===== src/exec_pkg.sv =====
package exec_pkg;

    // ------------------------------------------------------------
    // Widths and instruction fields
    // ------------------------------------------------------------
    localparam int DATA_W  = 8;
    localparam int ADDR_W  = 7;
    localparam int INSTR_W = 14;
    localparam int LIT_MSB = 7;     // Literal in bits 7..0
    localparam int REG_MSB = 6;     // File address in bits 6..0
    localparam int DST_POS = 7;     // Destination select bit
    localparam int BIT_LSB = 7;     // Bit index in bits 9..7
    localparam int BIT_MSB = 9;

    // ------------------------------------------------------------
    // Opcode patterns, compared against the top bits
    // ------------------------------------------------------------
    localparam logic [4:0] ADD_LIT_PAT = 5'h1F;  // Bits 13..9
    localparam logic [5:0] AND_LIT_PAT = 6'h39;  // Bits 13..8
    localparam logic [5:0] ADD_REG_PAT = 6'h07;
    localparam logic [5:0] AND_REG_PAT = 6'h05;
    localparam logic [3:0] BCLR_PAT    = 4'h4;   // Bits 13..10
    localparam logic [3:0] BSET_PAT    = 4'h5;
    localparam logic [3:0] SKCLR_PAT   = 4'h6;
    localparam logic [3:0] SKSET_PAT   = 4'h7;

    // ------------------------------------------------------------
    // Reset values and default addresses
    // ------------------------------------------------------------
    localparam logic [7:0] ACC_RST    = 8'h00;
    localparam logic [6:0] IO_ADDR    = 7'h20;
    localparam logic [6:0] TIMER_ADDR = 7'h21;

    // ------------------------------------------------------------
    // Types
    // ------------------------------------------------------------
    typedef enum logic [3:0] {
        no_op, add_literal_op, add_register_op, and_literal_op,
        and_register_op, bit_clear_op, bit_set_op,
        skip_if_set_op, skip_if_clear_op
    } op_t;

    typedef enum logic [3:0] {
        S_IDLE = 4'b0001,
        S_READ = 4'b0010,
        S_EXEC = 4'b0100,
        S_SKIP = 4'b1000
    } state_t;

    typedef struct packed {
        logic c;
        logic digit_carry_flag;
        logic z;
    } flags_t;

    typedef struct packed {
        logic [6:0] addr;
        logic       rd;
        logic       wr;
        logic [7:0] wdata;
    } file_req_t;

    typedef struct packed {
        logic [7:0] res;
        flags_t     fl;
        logic       upd_cdc;
        logic       upd_z;
        logic       skip;
    } alu_out_t;

endpackage : exec_pkg


===== src/add_and_bit_instr_exec.sv =====
// How it works
// [RULE1] Add literal: accumulator plus 8-bit literal into accumulator; carry, digit carry, zero.
// [RULE2] Add register: accumulator plus addressed file register; carry, digit carry, zero.
// [RULE3] Register add/AND: destination 0 writes accumulator, 1 writes file register.
// [RULE4] AND literal: accumulator AND literal into accumulator, only Z changes.
// [RULE5] AND register: accumulator AND register to destination, only Z changes.
// [RULE6] Bit clear forces indexed bit of register to zero, flags untouched.
// [RULE7] Bit set forces indexed bit of register to one, flags untouched.
// [RULE8] Skip-if-set discards next instruction when the bit reads one.
// [RULE9] Skip-if-clear discards next instruction when the bit reads zero.
// [RULE10] A taken skip costs two instruction cycles including the inserted no-op.
// [RULE11] Untaken skip runs next instruction normally; bit tests never alter flags.
// [RULE12] Operand of the I/O port register comes from the pin levels.
// [RULE13] Writing the timer count clears the prescaler when it serves the timer.
// [RULE14] Digit carry is carry out of bit 3; Z set when result is zero.
`timescale 1ns/1ps
module add_and_bit_instr_exec
    import exec_pkg::*;
#(
    parameter logic [6:0] IO_REG    = exec_pkg::IO_ADDR,
    parameter logic [6:0] TIMER_REG = exec_pkg::TIMER_ADDR
)(
    input  wire logic                MCLK,
    input  wire logic                RSTN,
    input  wire logic                INSTR_VALID,
    input  wire logic [13:0]         INSTR,
    output exec_pkg::file_req_t      FILE_REQ,
    input  wire logic [7:0]          FILE_RDATA,
    input  wire logic [7:0]          PIN_LEVELS,
    input  wire logic                PRESC_ON_TIMER,
    output logic                     INSTR_READY,
    output logic [7:0]               ACC,
    output exec_pkg::flags_t         FLAGS,
    output logic                     DONE,
    output logic                     SKIP_NOP,
    output logic                     UNSUPPORTED,
    output logic                     PRESC_CLR
);

    // ------------------------------------------------------------
    // State
    // ------------------------------------------------------------
    typedef struct packed {
        state_t     state;
        logic       ready;
        op_t        op;
        logic       dst;
        logic [6:0] fa;
        logic [2:0] bidx;
        logic [7:0] acc;
        flags_t     fl;
        file_req_t  file;
        logic       done;
        logic       skip_nop;
        logic       unsup;
        logic       presc_clr;
        logic [7:0] pin_s1;
        logic [7:0] pin_s2;
    } st_t;

    st_t        s_q;
    st_t        s_d;
    op_t        dec_op;
    op_t        alu_op;
    logic [7:0] alu_opnd;
    logic [7:0] exec_opnd;
    alu_out_t   ao;
    logic       take;
    logic       in_exec;

    // ------------------------------------------------------------
    // Decode
    // ------------------------------------------------------------
    function automatic op_t decode(input logic [13:0] i);
        op_t r;
        r = no_op;
        if (i[13:9] == ADD_LIT_PAT)      r = add_literal_op;
        else if (i[13:8] == AND_LIT_PAT) r = and_literal_op;
        else if (i[13:8] == ADD_REG_PAT) r = add_register_op;
        else if (i[13:8] == AND_REG_PAT) r = and_register_op;
        else if (i[13:10] == BCLR_PAT)   r = bit_clear_op;
        else if (i[13:10] == BSET_PAT)   r = bit_set_op;
        else if (i[13:10] == SKSET_PAT)  r = skip_if_set_op;
        else if (i[13:10] == SKCLR_PAT)  r = skip_if_clear_op;
        return r;
    endfunction : decode

    // Literal ops run straight from the word; file ops from the latch
    assign take      = INSTR_VALID && s_q.ready;
    assign in_exec   = (s_q.state == S_EXEC);
    assign dec_op    = decode(INSTR);
    // Port reads see the synchronised pins, not the output latch
    assign exec_opnd = (s_q.fa == IO_REG) ? s_q.pin_s2 : FILE_RDATA;   // [RULE12]
    assign alu_op    = in_exec ? s_q.op : dec_op;
    assign alu_opnd  = in_exec ? exec_opnd : INSTR[LIT_MSB:0];

    bit_alu u_alu (
        .op    (alu_op),
        .acc   (s_q.acc),
        .opnd  (alu_opnd),
        .bidx  (s_q.bidx),
        .fl_in (s_q.fl),
        .o     (ao)
    );

    // ------------------------------------------------------------
    // Next state
    // ------------------------------------------------------------
    always_comb begin
        s_d           = s_q;
        s_d.done      = 1'b0;
        s_d.skip_nop  = 1'b0;
        s_d.unsup     = 1'b0;
        s_d.presc_clr = 1'b0;
        s_d.file.rd   = 1'b0;
        s_d.file.wr   = 1'b0;
        s_d.pin_s1    = PIN_LEVELS;
        s_d.pin_s2    = s_q.pin_s1;
        unique case (s_q.state)
            S_IDLE: begin
                if (take) begin
                    if (dec_op == add_literal_op || dec_op == and_literal_op) begin
                        s_d.acc  = ao.res;                     // [RULE1] [RULE4]
                        s_d.fl   = ao.fl;                      // [RULE1] [RULE4]
                        s_d.done = 1'b1;
                    end else if (dec_op == no_op) begin
                        // Other instructions belong to the rest of the core
                        s_d.unsup = 1'b1;
                        s_d.done  = 1'b1;
                    end else begin
                        s_d.op        = dec_op;
                        s_d.dst       = INSTR[DST_POS];
                        s_d.fa        = INSTR[REG_MSB:0];
                        s_d.bidx      = INSTR[BIT_MSB:BIT_LSB];
                        s_d.file.addr = INSTR[REG_MSB:0];
                        s_d.file.rd   = 1'b1;
                        s_d.state     = S_READ;
                    end
                end
            end
            S_READ: s_d.state = S_EXEC;
            S_EXEC: begin
                // Flags only move where the ALU says so
                if (ao.upd_cdc) begin
                    s_d.fl.c                = ao.fl.c;          // [RULE2]
                    s_d.fl.digit_carry_flag = ao.fl.digit_carry_flag;
                end
                if (ao.upd_z) begin
                    s_d.fl.z = ao.fl.z;                         // [RULE2] [RULE5]
                end
                s_d.done  = 1'b1;
                s_d.state = S_IDLE;
                unique case (s_q.op)
                    add_register_op, and_register_op: begin
                        if (s_q.dst) begin
                            s_d.file.wr    = 1'b1;              // [RULE3]
                            s_d.file.wdata = ao.res;
                        end else begin
                            s_d.acc = ao.res;                   // [RULE3]
                        end
                    end
                    bit_clear_op, bit_set_op: begin
                        s_d.file.wr    = 1'b1;                  // [RULE6] [RULE7]
                        s_d.file.wdata = ao.res;
                    end
                    // Untaken test falls back to idle, no write, flags kept
                    skip_if_set_op, skip_if_clear_op: begin     // [RULE11]
                        if (ao.skip) begin
                            s_d.state = S_SKIP;                 // [RULE8] [RULE9]
                        end
                    end
                    default: ;
                endcase
                // Prescaler clears only on an actual write to the timer
                s_d.presc_clr = s_d.file.wr && (s_q.fa == TIMER_REG)
                                && PRESC_ON_TIMER;              // [RULE13]
            end
            S_SKIP: begin
                // Next word is swallowed as a no-op cycle
                if (take) begin
                    s_d.skip_nop = 1'b1;                        // [RULE10]
                    s_d.state    = S_IDLE;
                end
            end
            default: s_d.state = S_IDLE;
        endcase
        s_d.ready = (s_d.state == S_IDLE) || (s_d.state == S_SKIP);
    end

    // Single state register
    always_ff @(posedge MCLK or negedge RSTN) begin
        if (!RSTN) begin
            s_q       <= '0;
            s_q.state <= S_IDLE;
            s_q.ready <= 1'b1;
            s_q.acc   <= ACC_RST;
        end else begin
            s_q <= s_d;
        end
    end

    // ------------------------------------------------------------
    // Outputs, all straight from the state register
    // ------------------------------------------------------------
    assign INSTR_READY = s_q.ready;
    assign FILE_REQ    = s_q.file;
    assign ACC         = s_q.acc;
    assign FLAGS       = s_q.fl;
    assign DONE        = s_q.done;
    assign SKIP_NOP    = s_q.skip_nop;
    assign UNSUPPORTED = s_q.unsup;
    assign PRESC_CLR   = s_q.presc_clr;

    logic [7:0] lit;
    assign lit = INSTR[LIT_MSB:0];
endmodule : add_and_bit_instr_exec


===== src/bit_alu.sv =====
`timescale 1ns/1ps
module bit_alu
    import exec_pkg::*;
(
    input  exec_pkg::op_t      op,
    input  logic [7:0]         acc,
    input  logic [7:0]         opnd,
    input  logic [2:0]         bidx,
    input  exec_pkg::flags_t   fl_in,
    output exec_pkg::alu_out_t o
);

    logic [8:0] sum;
    logic [4:0] nib;
    logic [7:0] mask;

    // ------------------------------------------------------------
    // Adder, nibble adder and bit mask
    // ------------------------------------------------------------
    assign sum  = {1'b0, acc} + {1'b0, opnd};
    assign nib  = {1'b0, acc[3:0]} + {1'b0, opnd[3:0]};
    assign mask = 8'h01 << bidx;

    // Result and flags; flags default to their old values
    always_comb begin
        o         = '0;
        o.res     = opnd;
        o.fl      = fl_in;
        unique case (op)
            add_literal_op, add_register_op: begin
                o.res                 = sum[7:0];
                o.fl.c                = sum[8];
                o.fl.digit_carry_flag = nib[4];      // [RULE14]
                o.fl.z                = (sum[7:0] == 8'h00);
                o.upd_cdc             = 1'b1;
                o.upd_z               = 1'b1;
            end
            and_literal_op, and_register_op: begin
                o.res   = acc & opnd;
                o.fl.z  = ((acc & opnd) == 8'h00);
                o.upd_z = 1'b1;
            end
            bit_clear_op:     o.res  = opnd & ~mask;   // [RULE6]
            bit_set_op:       o.res  = opnd | mask;    // [RULE7]
            skip_if_set_op:   o.skip = opnd[bidx];     // [RULE8]
            skip_if_clear_op: o.skip = ~opnd[bidx];    // [RULE9]
            default: ;
        endcase
    end

endmodule : bit_alu


===== config.mk =====
export PLATFORM = sky130hd
export DESIGN_NAME = add_and_bit_instr_exec
export DESIGN_NICKNAME = d
export VERILOG_FILES = /design/src/exec_pkg.sv /design/src/add_and_bit_instr_exec.sv /design/src/bit_alu.sv
export SDC_FILE = /design/constraint.sdc
export NUM_CORES = 1
export LEC_CHECK = 0
export ABC_AREA = 0
export BUFFER_PORTS_ARGS = -buffer_cell sky130_fd_sc_hd__buf_2
export CAP_MARGIN = 40
export CORE_MARGIN = 1.5
export CORE_UTILIZATION = 35
export DETAILED_ROUTE_END_ITERATION = 10
export PLACE_DENSITY = 0.53
export SLEW_MARGIN = 20
export SYNTH_ARGS = -nofsm -noshare
export SYNTH_HDL_FRONTEND = slang
export SYNTH_HIERARCHICAL = 1
export SYNTH_SLANG_ARGS = --single-unit

===== constraint.sdc =====
create_clock -name MCLK -period 3.85 [get_ports MCLK]
set_input_delay 0.77 -clock MCLK [delete_from_list [all_inputs] [get_ports MCLK]]
set_output_delay 0.77 -clock MCLK [all_outputs]
set_load 0.005 [all_outputs]

==> flow_summary.json, run 1 <==
{
  "status": "complete, no violations",
  "fin_skew_ns": 0.01027,
  "cp_max_fo": 5,
  "clock-sinks": 60,
  "finalInstanceArea_sq_mm": 0.004688,
  "overflow": 0,
  "nNetsFinal": 496,
  "drt_iter0_drc": 126,
  "hold_class": "in2async",
  "crit_arrival_ns": 3.98,
  "cts_tree": "done",
  "worstPathRequired_ns": 4.09,
  "num_io_pins": 67,
  "fillCellCount": 1048,
  "port_buffers": 66,
  "synth-seq-cells": 60,
  "cp-end-kind": "register",
  "place.gp.congestion": 0.8353,
  "timing_hold_violations_final": 0,
  "netlist_instances": 381,
  "cts_made_buffers": 9,
  "synth_top_area_share_pct": 37.79,
  "clk_root_buffer_cell": "clkbuf_8",
  "antenna_found_initial": 0,
  "synth-simple-area-share_pct": 15.28,
  "drtAntennaViolNets": 0,
  "die_h_microns": 107.8,
  "power.density_mw_per_mm2": 608.2,
  "finalHoldWorstSlack_ns": 0.2864,
  "synthXorXnorAreaFrac_pct": 2.020,
  "yosysSeqAreaShare_pct": 39.15,
  "critPathLaunchType": "register",
  "max-vdd-ir-drop_uv": 226.4,
  "fmax_mhz": 267.2,
  "synth_edf_count": 0,
  "finalMaxSlewViolations": 0,
  "synth.most_common_cell": "dfrtp_1",
  "timing.final.crit_share_pct": 97.20,
  "synth_area_leaders": "dfrtp_1 38%, mux2_2 9.1%, buf_4 5.9%",
  "setup_viol": 0,
  "grt_pass1_vias": 2988,
  "path_clk_slew_ns": 0.08,
  "syn-num-nets": 424,
  "p_switching_uw": 1063,
  "dpl.hpwl_microns": 7460,
  "syn-cell-area_sq_mm": 0.003841,
  "min_period_ns": 3.742,
  "p_clk_share_pct": 21.0,
  "slew_headroom_pct": 52.45,
  "firstDrtPassIters": 4,
  "die_area_sq_mm": 0.01161,
  "power_frac_seq_pct": 34.2,
  "ys.flop_type": "dfrtp_1",
  "path_class": "reg2reg",
  "internal_power_uw": 1788,
  "yosysWarningCount": 6,
  "synth.area.mux_share_pct": 12.61,
  "synth_top_area_cell": "dfrtp_1",
  "p_sw_share_pct": 37.29,
  "synth.distinct_cells": 70,
  "viasPerCell": 5.234,
  "rsz0062_at_grt": "true",
  "gr-usage-all-layers_pct": 17.40,
  "core_sq_mm": 0.01079,
  "syn_avg_cell_area_sq_um": 10.08,
  "netlist_top_cells_count": "58 x dfrtp_1, 31 x mux2_2, 30 x buf_4, 29 x o21ai_0, 28 x nand2_1",
  "route.met3.wl_microns": 362,
  "vias": 3130,
  "dpl_cell_area_sq_mm": 0.004334,
  "route.detailed.drc": 0,
  "ff_latch_area_sq_mm": 0.001504,
  "routed.top_layer": "met4",
  "grt_pass1_wl_microns": 15380,
  "async_flop_share_pct": 100.0,
  "grt_max_degree": 28,
  "wl_per_cell_microns": 16.19,
  "leakagePower_uw": 0.002161,
  "clkLatencyLatePin_ns": 0.36,
  "drive_gt1_share_pct": 42.14,
  "synth_fa_ha_area_share_pct": 3.127,
  "start_util_pct": 35.59,
  "synth-compound-area-share_pct": 18.21,
  "multi_input_area_sq_mm": 0.002079,
  "cts.path.max_buffers": 2,
  "fp.dieW_microns": 107.8,
  "p_comb_share_pct": 44.8,
  "h-tree-depth": 3,
  "wl_met2_microns": 4691,
  "wl_microns": 9681,
  "finalPower_uw": 2852,
  "area_growth_pct": 22.05,
  "worstMarginPinSlew_ns": 0.7133,
  "wl_met1_microns": 4478,
  "rows": 38,
  "synth_top_family_by_area": "compound AO/OA/AOI/OAI gates",
  "cap_violations": 0,
  "fin_util_pct": 43.44,
  "diodes": 0
}
[power groups by stage]
stage	registers, uW	logic [uW]	clock network, uW
2_1_floorplan	901	953	0
4_1_cts	975	1200	619
3_5_place_dp	985	1180	0
5_1_grt	1010	1400	648
3_3_place_gp	980	1170	0
6_report	974	1280	600
[state kept, by name, summed over array words and instances (netlist names)]
signal       flops
FLAGS            3
SKIP_NOP         1
ACC              8
DONE             1
PRESC_CLR        1
UNSUPPORTED      1
s_d              8
s_q             19
INSTR_READY      1
FILE_REQ        17
[area by class of cell]
cell class | count | area share [%]
multi-input cells | 262 | 44.36
flip-flops and latches | 60 | 32.08
repair buffers | 110 | 14.52
well taps | 140 | 3.736
clock buffers | 11 | 3.229
clock inverters | 5 | 1.281
inverters | 10 | 0.8006
[path summary, 6_finish.rpt]
check / end / slack, ns / startpoint / depth (start not counted)
worst max-delay path: FLAGS[0]$_DFFE_PN0P_ / 0.11 / FILE_REQ[13]$_DFFE_PN0P_ / 13
worst min-delay path: UNSUPPORTED$_DFF_PN0_ / 0.29 / RSTN / 1
worst max register to register: FLAGS[0]$_DFFE_PN0P_ / 0.11 / FILE_REQ[13]$_DFFE_PN0P_ / 13
worst min register to register: s_q[1]$_DFF_PN0_ / 0.34 / s_d[1]$_DFF_PN0_ / 0
max in group asynchronous: FILE_REQ[12]$_DFFE_PN0P_ / 2.82 / RSTN / 3
min in group MCLK: s_q[1]$_DFF_PN0_ / 0.34 / s_d[1]$_DFF_PN0_ / 0
[metal layers]
layer  vias to the layer above  track usage, %
met5                         -               0
met4                         0           6.203
met3                        12           4.298
met2                        69           28.03
met1                      1520           22.62
li1                       1529               -
[logic make-up (layout without fill, tap and decap cells)]
group	Yosys count	in the layout
DFF	60	60
muxes	42	42
xor gates and xnor gates	8	8
AOI/OAI and AO/OA	100	100
adders and majority gates	9	9
buffers and inverters	59	136
and+or+nand+nor	103	103
[what timing repair did]
item                       in CTS  in global routing
pin swaps                       1                 11
hold buffers                    0                  0
setup endpoints to repair       5                 10
setup buffers                   0                  4
gates resized for setup        10                 26
[worst max-delay path, cell delays in order (launching register included)]
cell and delay [ns]:
dfrtp_1 0.38, or4_4 0.56, nor3_4 0.20, buf_6 0.14, buf_6 0.13, mux2i_4 0.22
o21ai_2 0.09, ha_1 0.34, a211o_1 0.35, a211o_1 0.34, a211oi_2 0.29, o31ai_2 0.11
a21boi_2 0.16, o32a_1 0.31
[layout by cell type, fill, tap and decap left out, drive strengths merged, types with 5 or more instances in the layout]
| cell | synthesis | final |
|---|---|---|
| nor2 | 25 | 25 |
| clkbuf | 11 | 11 |
| a21oi | 15 | 15 |
| nor4 | 5 | 5 |
| o32a | 5 | 5 |
| mux2i | 9 | 9 |
| buf | 38 | 110 |
| nor3 | 7 | 7 |
| inv | 10 | 10 |
| o21ai | 29 | 29 |
| ha | 8 | 8 |
| a211oi | 5 | 5 |
| mux2 | 31 | 31 |
| o21a | 6 | 6 |
| nand2 | 28 | 28 |
| a211o | 5 | 5 |
| dfrtp | 58 | 58 |
[metrics by stage]
stage / TNS [ns] / std cells / setup WS, ns
2_1_floorplan: 0 / 381 / 0.02615
3_3_place_gp: -0.1038 / 576 / -0.03965
3_5_place_dp: -0.5411 / 578 / -0.1505
4_1_cts: 0 / 594 / 0.009475
5_1_grt: -0.02057 / 598 / -0.01695
6_report: 0 / 598 / 0.1078
Power figures use the tool's default switching activity.
==> run 2: changes to the inputs <==
- CORE_ASPECT_RATIO: default -> 1.4
- PLACE_DENSITY: 0.53 -> 0.59
- SLEW_MARGIN: 20 -> default
==> flow_summary.json, run 2 (synthesis gave the netlist of run 1 again) <==
{
  "die_area_sq_mm": 0.01162,
  "multi_input_area_sq_mm": 0.002014,
  "clkLatencyLatePin_ns": 0.34,
  "route.detailed.drc": 0,
  "max_stage_delay_ns": 0.56,
  "critPathLaunchType": "register",
  "cap_violations": 0,
  "num_io_pins": 67,
  "firstDrtPassIters": 4,
  "hold_path_end": "s_q[2]$_DFF_PN0_",
  "cts.path.max_buffers": 2,
  "ff_latch_area_sq_mm": 0.001504,
  "fp.dieW_microns": 91.54,
  "largest_register_ffs": 19,
  "timing_hold_violations_final": 0,
  "timing.final.crit_share_pct": 96.20,
  "status": "complete, no violations",
  "worstMarginPinSlew_ns": 0.7165,
  "r2r_cells": 13,
  "grt_pass1_vias": 3027,
  "crit_arrival_ns": 3.92,
  "area_growth_pct": 20.78,
  "cpMostUsedCell": "a211o_1",
  "path_cells": "or4_4 -> nor3_4 -> buf_12 -> mux2i_1 -> o21ai_1 -> ha_2 -> fa_2 -> a211o_1 -> a211o_1 -> a211oi_2 -> o31ai_1 -> a21boi_2 -> o32a_1",
  "clock-sinks": 60,
  "power.density_mw_per_mm2": 633.9,
  "cts_made_buffers": 9,
  "port_buffers": 66,
  "r2r_start": "FILE_REQ[11]$_DFFE_PN0P_",
  "nNetsFinal": 488,
  "grt_max_degree": 38,
  "overflow": 0,
  "min_period_ns": 3.704,
  "setup_viol": 0,
  "regMostFlops": "s_q",
  "finalPower_uw": 2941,
  "cts_tree": "done",
  "fin_util_pct": 43.14,
  "mostFrequentLayoutCells": "66 x buf_2, 58 x dfrtp_1, 33 x buf_4, 31 x mux2_2, 28 x nand2_1",
  "wl_microns": 9940,
  "grt_pass1_wl_microns": 15770,
  "worstPathRequired_ns": 4.06,
  "rows": 45,
  "fmax_mhz": 270.0,
  "hold_class": "reg2reg",
  "r2r_slack_ns": 0.15,
  "start_util_pct": 35.72,
  "clk_root_buffer_cell": "clkbuf_16",
  "r2r_end": "FLAGS[0]$_DFFE_PN0P_",
  "cts_hold_buffers": 0,
  "core_sq_mm": 0.01075,
  "whs_path_depth": 0,
  "cp-end-kind": "register",
  "max-vdd-ir-drop_uv": 244.7,
  "die_h_microns": 127.0,
  "critPathBufInv": 1,
  "vias": 3146,
  "path_clk_slew_ns": 0.05,
  "wl_per_cell_microns": 16.82,
  "drtAntennaViolNets": 0,
  "slew_headroom_pct": 52.23,
  "dpl.hpwl_microns": 7514,
  "place.gp.congestion": 0.8890,
  "worstHoldStart": "s_d[2]$_DFF_PN0_",
  "h-tree-depth": 3,
  "drt_iter0_drc": 168,
  "finalMaxSlewViolations": 0,
  "leakagePower_uw": 0.002146,
  "drive_gt1_share_pct": 39.11,
  "diodes": 0,
  "gr-usage-all-layers_pct": 17.81,
  "path_class": "reg2reg",
  "critical_path.top_delay_family": "compound AO/OA/AOI/OAI gates",
  "cp_max_fo": 8,
  "finalHoldWorstSlack_ns": 0.3459,
  "worstSetupStartpoint": "FILE_REQ[11]$_DFFE_PN0P_",
  "fin_skew_ns": 0.007365,
  "slowest_stage": "or4_4",
  "fillCellCount": 1040,
  "viasPerCell": 5.323,
  "antenna_found_initial": 0,
  "fin_tns_setup_ns": 0,
  "final_common_cell": "buf_2"
}
## run 2: cell types whose count changed in the layout (fill, tap and decap cells not counted), moves of 2 or more
| cell | change |
|---|---|
| a41oi_1 | +2 |
| a41oi_2 | -2 |
| buf_4 | -8 |
| clkbuf_16 | +9 |
| clkbuf_8 | -11 |
| ha_1 | +2 |
| ha_2 | -2 |
## run 2: metrics by stage
| stage | area (sq um) | cells | setup WS, ns |
|---|---|---|---|
| after global placement | 4268 | 570 | 0.05126 |
| after floorplan | 3847 | 381 | 0.02615 |
| final | 4639 | 591 | 0.1463 |
| after CTS | 4583 | 588 | 0.02289 |
| after global routing | 4639 | 591 | -0.01038 |
| after detailed placement | 4299 | 572 | -0.01107 |
## run 2: how the worst max path moves through the flow
stage | endpoint | cells after the start
after global routing | FLAGS[0]$_DFFE_PN0P_ | 14
after CTS | FLAGS[0]$_DFFE_PN0P_ | 15
after floorplan | FLAGS[0]$_DFFE_PN0P_ | 12
final | FLAGS[0]$_DFFE_PN0P_ | 13
after detailed placement | FLAGS[0]$_DFFE_PN0P_ | 13
after global placement | FLAGS[0]$_DFFE_PN0P_ | 13
## run 2: routing by layer
metal | up-vias | global-route usage, % | wire [microns] | share of wire, %
met5 | - | 0 | 0 | 0
met4 | 0 | 8.824 | 244 | 2.5
met3 | 18 | 3.657 | 348 | 3.5
met2 | 77 | 31.65 | 5391 | 54
met1 | 1534 | 20.05 | 3955 | 40
li1 | 1517 | - | - | -
## run 2: cell type report
| cell class | count | area share (%) |
|---|---|---|
| multi-input cells | 262 | 43.42 |
| flip-flops and latches | 60 | 32.42 |
| repair buffers | 102 | 13.57 |
| clock buffers | 9 | 4.854 |
| well taps | 141 | 3.803 |
| clock inverters | 7 | 1.133 |
| inverters | 10 | 0.8091 |
## run 2: timing repair
action / in CTS / in global routing
cloned: 0 / 0
setup buffers: 0 / 3
resized for setup: 3 / 18
pin swaps: 0 / 5
endpoints found under the setup margin: 1 / 7
## run 2: power by group
group          switching (uW)  total (uW)  internal, uW
registers                 194         992           798
logic                     586        1210           623
clock network             303         741           437
total                    1080        2940          1860
